===== src/rtl/icmc_defs.svh =====
// Register offsets, field positions, reset values and counts for the capture mode control block
`ifndef ICMC_DEFS_SVH
`define ICMC_DEFS_SVH
`define ICMC_ADDR_W 4
`define ICMC_OFS_CONTROL 4'h0
`define ICMC_OFS_BUFFER 4'h4
`define ICMC_OFS_STATUS 4'h8
`define ICMC_OFS_MASK 4'hC
`define ICMC_CONTROL_RESET 16'h0000
`define ICMC_CONTROL_WMASK 16'h1C67
`define ICMC_TSEL_LSB 10
`define ICMC_ICI_LSB 5
`define ICMC_OV_BIT 4
`define ICMC_BNE_BIT 3
`define ICMC_MODE_LSB 0
`define ICMC_FIFO_DEPTH 4
`define ICMC_PRESCALE_4 5'h03
`define ICMC_PRESCALE_16 5'h0F
`define ICMC_ST_CAPTURE 0
`define ICMC_ST_OVERFLOW 1
`define ICMC_ST_WAKE 2
`define ICMC_ST_IRQ 3
`endif


===== src/rtl/icmc_pkg.sv =====
// Types shared by the capture mode control block
package icmc_pkg;
   typedef enum logic [2:0] {
      ICMC_MODE_OFF = 3'h0,
      ICMC_MODE_BOTH = 3'h1,
      ICMC_MODE_FALL = 3'h2,
      ICMC_MODE_RISE = 3'h3,
      ICMC_MODE_RISE4 = 3'h4,
      ICMC_MODE_RISE16 = 3'h5,
      ICMC_MODE_UNUSED = 3'h6,
      ICMC_MODE_WAKE = 3'h7
   } icmc_mode_type;
   typedef enum logic [2:0] {
      ICMC_TSEL_NONE = 3'h0,
      ICMC_TSEL_T2 = 3'h1,
      ICMC_TSEL_T4 = 3'h2,
      ICMC_TSEL_T5 = 3'h3
   } icmc_tsel_type;
endpackage


===== src/rtl/icmc_edge_detect.sv =====
// Edge detector on the synchronous capture input
`timescale 1ns/10ps
`default_nettype none
module icmc_edge_detect (
   input wire logic core_clk_i,
   input wire logic nrst_i,
   input wire logic pin_i,
   output logic rise_o,
   output logic fall_o
);
   logic last;
   always_ff @(posedge core_clk_i) begin
      if (!nrst_i) begin
         last <= 1'b0;
      end else begin
         last <= pin_i;
      end
   end
   assign rise_o = pin_i & ~last;
   assign fall_o = ~pin_i & last;
endmodule
`default_nettype wire


===== src/rtl/icmc_counter.sv =====
// Free-running capture counter advanced by the selected timer clock tick
`timescale 1ns/10ps
`default_nettype none
module icmc_counter #(
   parameter int WIDTH = 16
) (
   input wire logic core_clk_i,
   input wire logic nrst_i,
   input wire logic tick_i,
   output logic [WIDTH-1:0] count_o
);
   always_ff @(posedge core_clk_i) begin
      if (!nrst_i) begin
         count_o <= '0;
      end else if (tick_i) begin
         count_o <= count_o + 1'b1;
      end
   end
endmodule
`default_nettype wire


===== src/rtl/icmc_capture_control.sv =====
// Input capture channel: mode control, prescaler, interrupt pacing, capture buffer and registers
//
// Function
// counter_clock_select 011/010/001 picks timer5/timer4/timer2 tick, synchronous only.
// captures_per_irq 11/10/01/00 gives interrupt per 4/3/2/1 captures; ignored modes 001,111.
// fifo_nonempty_flag reads 1 while an unread captured value remains.
// Mode 111 makes input a wake interrupt source only; other fields ignored.
// Mode 110 is unused and keeps the channel disabled.
// Mode 101 captures every 16th rising edge; 100 every 4th rising edge.
// Mode 011 captures every rising edge; 010 every falling edge.
// Mode 001 captures every edge, rising and falling.
// Mode 000 switches channel off: no captures, no capture interrupts.
// capture_overflow_flag sets on capture into full buffer, held until cleared.
//
// Added by the designer: the strobed register port and the placing of the registers.
`include "icmc_defs.svh"
`timescale 1ns/10ps
`default_nettype none
module icmc_capture_control
   import icmc_pkg::*;
#(
   parameter int DEPTH = `ICMC_FIFO_DEPTH,
   parameter int WIDTH = 16
) (
   input wire logic core_clk_i,
   input wire logic nrst_i,
   input wire logic [`ICMC_ADDR_W-1:0] addr_i,
   input wire logic [15:0] wdata_i,
   input wire logic wr_i,
   input wire logic rd_i,
   output logic [15:0] rdata_o,
   input wire logic capture_pin_i,
   input wire logic timer2_clock_i,
   input wire logic timer4_clock_i,
   input wire logic timer5_clock_i,
   output logic capture_irq_o,
   output logic wake_o,
   output logic irq_o
);
   import icmc_pkg::*;

   localparam int PW = $clog2(DEPTH + 1);
   localparam int AW = (DEPTH > 1) ? $clog2(DEPTH) : 1;

   logic [15:0] control;
   logic [3:0] status;
   logic [3:0] mask;
   logic [WIDTH-1:0] fifo_mem [DEPTH];
   logic [AW-1:0] wr_ptr;
   logic [AW-1:0] rd_ptr;
   logic [PW-1:0] level;
   logic overflow;
   logic [4:0] prescale_cnt;
   logic [1:0] irq_cnt;
   logic rise;
   logic fall;
   logic tick;
   logic [WIDTH-1:0] count;
   logic edge_hit;
   logic capture;
   logic fifo_full;
   logic fifo_pop;
   logic irq_event;
   logic wake_event;
   logic [15:0] control_view;
   logic [15:0] next_rdata;
   icmc_mode_type mode;
   icmc_tsel_type tsel;
   logic [1:0] captures_per_irq;
   logic [4:0] prescale_max;

   assign mode = icmc_mode_type'(control[`ICMC_MODE_LSB +: 3]);
   assign tsel = icmc_tsel_type'(control[`ICMC_TSEL_LSB +: 3]);
   assign captures_per_irq = control[`ICMC_ICI_LSB +: 2];
   assign fifo_full = (level == PW'(DEPTH));
   assign fifo_pop = rd_i && (addr_i == `ICMC_OFS_BUFFER) && (level != '0);

   icmc_edge_detect u_edge (
      .core_clk_i(core_clk_i),
      .nrst_i(nrst_i),
      .pin_i(capture_pin_i),
      .rise_o(rise),
      .fall_o(fall)
   );

   // Timer clocks arrive as synchronous one-cycle enables; no asynchronous source exists
   always_comb begin
      unique case (tsel)
         ICMC_TSEL_T5: tick = timer5_clock_i;
         ICMC_TSEL_T4: tick = timer4_clock_i;
         ICMC_TSEL_T2: tick = timer2_clock_i;
         default: tick = 1'b0;
      endcase
   end

   icmc_counter #(
      .WIDTH(WIDTH)
   ) u_counter (
      .core_clk_i(core_clk_i),
      .nrst_i(nrst_i),
      .tick_i(tick),
      .count_o(count)
   );

   always_comb begin
      prescale_max = 5'h00;
      unique case (mode)
         ICMC_MODE_BOTH: edge_hit = rise | fall;
         ICMC_MODE_FALL: edge_hit = fall;
         ICMC_MODE_RISE: edge_hit = rise;
         ICMC_MODE_RISE4: begin
            edge_hit = rise;
            prescale_max = `ICMC_PRESCALE_4;
         end
         ICMC_MODE_RISE16: begin
            edge_hit = rise;
            prescale_max = `ICMC_PRESCALE_16;
         end
         ICMC_MODE_OFF: edge_hit = 1'b0;
         ICMC_MODE_UNUSED: edge_hit = 1'b0;
         ICMC_MODE_WAKE: edge_hit = 1'b0;
         default: edge_hit = 1'b0;
      endcase
   end

   // Prescaled modes capture only when the edge count wraps
   assign capture = edge_hit && (prescale_cnt == prescale_max);

   always_ff @(posedge core_clk_i) begin
      if (!nrst_i) begin
         prescale_cnt <= 5'h00;
      end else if (mode != ICMC_MODE_RISE4 && mode != ICMC_MODE_RISE16) begin
         prescale_cnt <= 5'h00;
      end else if (edge_hit) begin
         prescale_cnt <= (prescale_cnt == prescale_max) ? 5'h00 : prescale_cnt + 5'h01;
      end
   end

   // Capture buffer; a capture into a full buffer is dropped and flagged
   always_ff @(posedge core_clk_i) begin
      if (capture && !fifo_full) begin
         fifo_mem[wr_ptr] <= count;
      end
   end

   always_ff @(posedge core_clk_i) begin
      if (!nrst_i || mode == ICMC_MODE_OFF) begin
         wr_ptr <= '0;
         rd_ptr <= '0;
         level <= '0;
      end else begin
         if (capture && !fifo_full) begin
            wr_ptr <= (wr_ptr == AW'(DEPTH - 1)) ? '0 : wr_ptr + 1'b1;
         end
         if (fifo_pop) begin
            rd_ptr <= (rd_ptr == AW'(DEPTH - 1)) ? '0 : rd_ptr + 1'b1;
         end
         level <= level + PW'(capture && !fifo_full) - PW'(fifo_pop);
      end
   end

   // Overflow clears once software drains the buffer or turns the channel off
   always_ff @(posedge core_clk_i) begin
      if (!nrst_i) begin
         overflow <= 1'b0;
      end else if (capture && fifo_full) begin
         overflow <= 1'b1;
      end else if (mode == ICMC_MODE_OFF || level == '0) begin
         overflow <= 1'b0;
      end
   end

   always_ff @(posedge core_clk_i) begin
      if (!nrst_i) begin
         irq_cnt <= 2'h0;
      end else if (mode == ICMC_MODE_OFF || mode == ICMC_MODE_UNUSED) begin
         irq_cnt <= 2'h0;
      end else if (capture && mode != ICMC_MODE_BOTH) begin
         irq_cnt <= (irq_cnt == captures_per_irq) ? 2'h0 : irq_cnt + 2'h1;
      end
   end

   // Every-edge mode ignores the pacing field and interrupts on each capture
   assign irq_event = capture && (mode == ICMC_MODE_BOTH || irq_cnt == captures_per_irq);
   assign wake_event = (mode == ICMC_MODE_WAKE) && (rise | fall);

   always_ff @(posedge core_clk_i) begin
      if (!nrst_i) begin
         capture_irq_o <= 1'b0;
         wake_o <= 1'b0;
      end else begin
         capture_irq_o <= irq_event;
         wake_o <= wake_event;
      end
   end

   always_ff @(posedge core_clk_i) begin
      if (!nrst_i) begin
         control <= `ICMC_CONTROL_RESET;
      end else if (wr_i && addr_i == `ICMC_OFS_CONTROL) begin
         control <= wdata_i & `ICMC_CONTROL_WMASK;
      end
   end

   // Set wins over a write-one-to-clear in the same cycle
   always_ff @(posedge core_clk_i) begin
      if (!nrst_i) begin
         status <= 4'h0;
      end else begin
         status <= (status & ~((wr_i && addr_i == `ICMC_OFS_STATUS) ? wdata_i[3:0] : 4'h0))
                   | {irq_event, wake_event, capture && fifo_full, capture};
      end
   end

   always_ff @(posedge core_clk_i) begin
      if (!nrst_i) begin
         mask <= 4'h0;
      end else if (wr_i && addr_i == `ICMC_OFS_MASK) begin
         mask <= wdata_i[3:0];
      end
   end

   always_ff @(posedge core_clk_i) begin
      if (!nrst_i) begin
         irq_o <= 1'b0;
      end else begin
         irq_o <= |(status & mask);
      end
   end

   always_comb begin
      control_view = control;
      control_view[`ICMC_OV_BIT] = overflow;
      control_view[`ICMC_BNE_BIT] = (level != '0);
   end

   always_comb begin
      next_rdata = 16'h0000;
      if (rd_i) begin
         unique case (addr_i)
            `ICMC_OFS_CONTROL: next_rdata = control_view;
            `ICMC_OFS_BUFFER: next_rdata = (level != '0) ? 16'(fifo_mem[rd_ptr]) : 16'h0000;
            `ICMC_OFS_STATUS: next_rdata = {12'h000, status};
            `ICMC_OFS_MASK: next_rdata = {12'h000, mask};
            default: next_rdata = 16'h0000;
         endcase
      end
   end

   always_ff @(posedge core_clk_i) begin
      if (!nrst_i) begin
         rdata_o <= 16'h0000;
      end else begin
         rdata_o <= next_rdata;
      end
   end
endmodule
`default_nettype wire


===== config.mk =====
export PLATFORM = sky130hd
export DESIGN_NAME = icmc_capture_control
export DESIGN_NICKNAME = d
export VERILOG_FILES = /design/src/rtl/icmc_pkg.sv /design/src/rtl/icmc_edge_detect.sv /design/src/rtl/icmc_counter.sv /design/src/rtl/icmc_capture_control.sv
export VERILOG_INCLUDE_DIRS = /design/src /design/src/rtl
export SDC_FILE = /design/constraint.sdc
export NUM_CORES = 1
export LEC_CHECK = 0
export BUFFER_PORTS_ARGS = -buffer_cell sky130_fd_sc_hd__buf_2
export CAP_MARGIN = 30
export CELL_PAD_IN_SITES_DETAIL_PLACEMENT = 1
export CELL_PAD_IN_SITES_GLOBAL_PLACEMENT = 2
export CORE_MARGIN = 5
export CORE_UTILIZATION = 41
export DETAILED_ROUTE_END_ITERATION = 10
export PLACE_DENSITY = 0.86
export SETUP_SLACK_MARGIN = 0.02
export SLEW_MARGIN = 10
export SYNTH_ARGS = -nofsm -noshare
export SYNTH_HDL_FRONTEND = slang
export SYNTH_SLANG_ARGS = --single-unit

===== constraint.sdc =====
create_clock -name core_clk_i -period 4 [get_ports core_clk_i]
set_clock_uncertainty 0.2 [all_clocks]
set_input_delay 0.8 -clock core_clk_i [delete_from_list [all_inputs] [get_ports core_clk_i]]
set_output_delay 0.8 -clock core_clk_i [all_outputs]
set_load 0.01 [all_outputs]

==> run summary <==
Summing the areas of all fa, ha and maj instances in the mapped netlist gives 2.91% of the synthesized area. The maximum vdd ir drop is 0.000306 V. The total die area came out at 0.0156 sq mm. For this configuration, the core starts out at a cell density of 41.5%. The initial detailed-routing violation count came out at 213. During I/O placement, the number of pins put on the boundary was 47. The number of instances in the synthesized netlist is 415. The share of the cycle needed by the critical path after routing is 81.4%. The async set-or-reset flop fraction in the synthesized netlist came out at 0%. The peak fanout along the critical path is 3. The number of nets still failing antenna checks after routing is 0.

At the pin with the least slew margin, the transition time is 913 ps. The post-cts sizing count is 0. The total negative setup slack is 0 ps.

The area of the core region came out at 0.0131 sq mm. The maximum operating frequency came out at 307 MHz. The tree is rooted in a sky130_fd_sc_hd__clkbuf_16.

The number of sinks driven by the clock tree is 133. Using the TritonRoute via totals, the vias-per-cell ratio works out to 5.32. The clock tree synthesis step divided the H-tree into 4 levels. The share of cells above drive strength 1 is 22.0%. Summing all non-filler instances in the final layout gives an area of 0.00644 sq mm. At the later pin of the worst-skew pair, clock insertion delay measures 420 ps.

The total number of placement rows came out at 42. The signal on the critical path passes through buf_2, inv_1, ha_1, or2b_1, nand4b_2, a2111o_1, nor2_1, inv_1, ha_1, inv_1, ha_1, inv_1, fa_1, xor2_1, xnor2_1, nor2_1. The number of nets in the synthesized netlist is 455. The cell area that synthesis handed to floorplanning was 0.00543 sq mm.

The total wirelength of the detailed-routed design is 12500 um. The pin count of the biggest net entering global routing is 44. By area, the combinational part of the netlist is dominated by simple AND/OR/NAND/NOR gates. The post-route worst hold slack came out at 296 ps.

The number of library cell types mapped by synthesis came out at 47. The worst setup path is captured at a flop. The Yosys step of the flow raised 0 warnings.

The total power consumption of the routed design came out at 0.00294 W. Measured against its own limit, the worst slew margin works out to 38.6%. The number of antenna violations at the first check in global routing came out at 0. The detail-routed net length per standard cell is 19.0 um. Buffers inserted to repair hold after CTS numbered 0. Clock-pin slew was measured on the worst setup and hold paths at 60 ps. The worst setup path is launched from an input port. The post-synthesis mux area share came out at 9.23%. In this run, synthesis produced a sequential element count of 133. Among the stages of the critical path, the cell type that occurs most often is sky130_fd_sc_hd__inv_1. From bottom edge to top edge, the die measures 125 um. In this run the power density over the cells is 457 mW/mm^2. In this run the static leakage power is 2.44 nW.

The category of the most critical setup path is input port to flop. Input and output buffers added on the ports amount to 39. The largest individual stage delay along the critical path comes from the cell sky130_fd_sc_hd__a2111o_1. The final count of hold timing violations is 0. The count of TritonRoute iterations in the first routing pass is 4.

The critical path arrival is 3330 ps. The maximum root-to-sink buffer count came out at 2. The global-route usage over all layers is 17.2%. The layout net count came out at 508. TritonCTS built the clock tree. The most used flip-flop cell after synthesis is sky130_fd_sc_hd__dfxtp_1. The mean cell area of the mapped netlist came out at 13.1 sq um.

The width of the chip came out at 125 um. Setup violations remaining at the end of the flow were counted as 0. The layout overhead on the synthesized area is 18.7%. After detailed placement, the total cell area comes to 0.00587 sq mm.

The global placement routability congestion is 0.769. The compound-gate portion of the synthesized area is 7.56%. The global-route wire length before repair came out at 20900 um. The number of DRC violations after detailed routing came out at 0. The min-delay analysis places its worst path in the category flop to flop. Setup repair after global routing left no endpoint under its margin.

The biggest cell delay along the critical path is 410 ps. The via count of the first global-routing pass was 3868. The number of max-capacitance violations reported is 0. Once the clock tree was built, the setup fixing pass inserted 0 buffers. Once detailed placement completed, the half-perimeter wirelength came to 8210 um. The worst path required time came out at 4070 ps. The sequential-to-total area share from yosys stat came out at 60.9%. The XOR/XNOR share of the synthesized area is 3.71%. The number of diodes added for antenna fixing is 0. The overflow left after global routing came out at 0. The layout has 1319 filler cells. The flow ran to the end, and the final reports show no timing, DRC or antenna violations. The number of buffers created by CTS came out at 17.

Across all layers, the routed design uses 3495 vias. The number of max-slew violations in the final report came out at 0. Counting flops with a built-in enable in the synthesized netlist gives 64. The post-synthesis share of cell area spent on and, or, nand and nor gates came out at 13.7%. The clock period could shrink to 3260 ps.
-- state kept, by name, indices dropped and copies added (netlist names), 3 cells and up, named ones only --
register           count
rdata_o               16
status                 4
fifo_mem              64
control                8
prescale_cnt           5
u_counter.count_o     16
mask                   4
level                  3
-- through the flow --
stage,setup WS [ps],instances,utilization [%]
floorplan,428,415,-
global placement,401,624,44.7
detailed placement,301,625,44.9
CTS,729,657,49.2
global route,549,657,49.2
finish,744,657,49.2
-- routing by layer --
| metal | part of all wire (%) | global-route usage, % | wire length, um |
|---|---|---|---|
| met4 | 1.8 | 6.57 | 229 |
| met2 | 52 | 29.4 | 6460 |
| met3 | 3.7 | 4.65 | 465 |
| met5 | 0 | 0 | 0 |
| met1 | 43 | 20.8 | 5330 |
-- cell type report --
cell class | instances | area (sq um) | area share [%]
Clock inverter | 10 | 70.1 | 1.09
Tap cell | 176 | 220 | 3.42
Inverter | 8 | 30.0 | 0.466
Timing Repair Buffer | 50 | 298 | 4.62
Sequential cell | 133 | 3300 | 51.3
Clock buffer | 22 | 497 | 7.71
Multi-Input combinational cell | 258 | 2020 | 31.4
-- logic make-up (layout without fill, tap and decap cells) --
group,count (synthesis),count (layout)
AND/OR/NAND/NOR,140,140
multiplexers,30,30
buffers and inverters,24,90
adder cells (fa/ha/maj),12,12
XOR/XNOR,23,23
AO/OA/AOI/OAI,53,53
flip-flops,133,133
-- worst max-delay path: cells and delay by family --
kind / cells / cell delay [ps]
AOI/OAI and AO/OA: 1 / 410
and+or+nand+nor: 4 / 440
buffers and inverters: 5 / 300
adders and majority gates: 4 / 1070
xor gates and xnor gates: 2 / 310
-- placed cells by master (no fill, tap or decap), drive strengths merged, types with 4 or more instances in the layout --
cell    netlist  final
a21oi         8      8
buf           4     50
nand3        23     23
and2         21     21
mux4         16     16
o21ai         6      6
nand4         4      4
inv           8     10
dfxtp        69     69
clkinv        0      6
xnor2        18     18
and3          8      8
xor2          5      5
mux2i        14     14
a21boi       14     14
nand2        26     26
a22oi        11     11
nor2b        12     12
clkbuf       12     22
nor2         30     30
ha           11     11
edfxtp       64     64
-- power by group --
part           switching [W]  internal (W)
sequential        0.00000479       0.00142
combinational      0.0000329     0.0000221
clock               0.000580      0.000883
total               0.000618       0.00233
-- final timing paths --
kind	startpoint	endpoint	slack, ps	depth (start not counted)
hold / removal	overflow$_SDFFE_PN0P_	overflow$_SDFFE_PN0P_	300	1
hold reg to reg	overflow$_SDFFE_PN0P_	overflow$_SDFFE_PN0P_	300	1
setup / recovery	capture_pin_i	level[2]$_SDFF_PP0_	740	16
setup reg to reg	control[1]$_SDFFE_PN0P_	level[2]$_SDFF_PP0_	850	13
-- cell usage after synthesis (7+ instances only) --
library cell / n / area [sq um]
sky130_fd_sc_hd__a21boi_0: 14 / 105
sky130_fd_sc_hd__a21oi_1: 7 / 35.0
sky130_fd_sc_hd__a22oi_1: 11 / 82.6
sky130_fd_sc_hd__and2_1: 21 / 131
sky130_fd_sc_hd__and3_1: 8 / 50.1
sky130_fd_sc_hd__clkbuf_1: 12 / 45.0
sky130_fd_sc_hd__dfxtp_1: 69 / 1380
sky130_fd_sc_hd__edfxtp_1: 64 / 1920
sky130_fd_sc_hd__ha_1: 11 / 138
sky130_fd_sc_hd__inv_1: 8 / 30.0
sky130_fd_sc_hd__mux2i_1: 14 / 140
sky130_fd_sc_hd__mux4_2: 16 / 360
sky130_fd_sc_hd__nand2_1: 26 / 97.6
sky130_fd_sc_hd__nand3_1: 23 / 115
sky130_fd_sc_hd__nor2_1: 30 / 113
sky130_fd_sc_hd__nor2b_1: 12 / 75.1
sky130_fd_sc_hd__xnor2_1: 18 / 158
No activity file was read; power rests on OpenSTA's default activity.
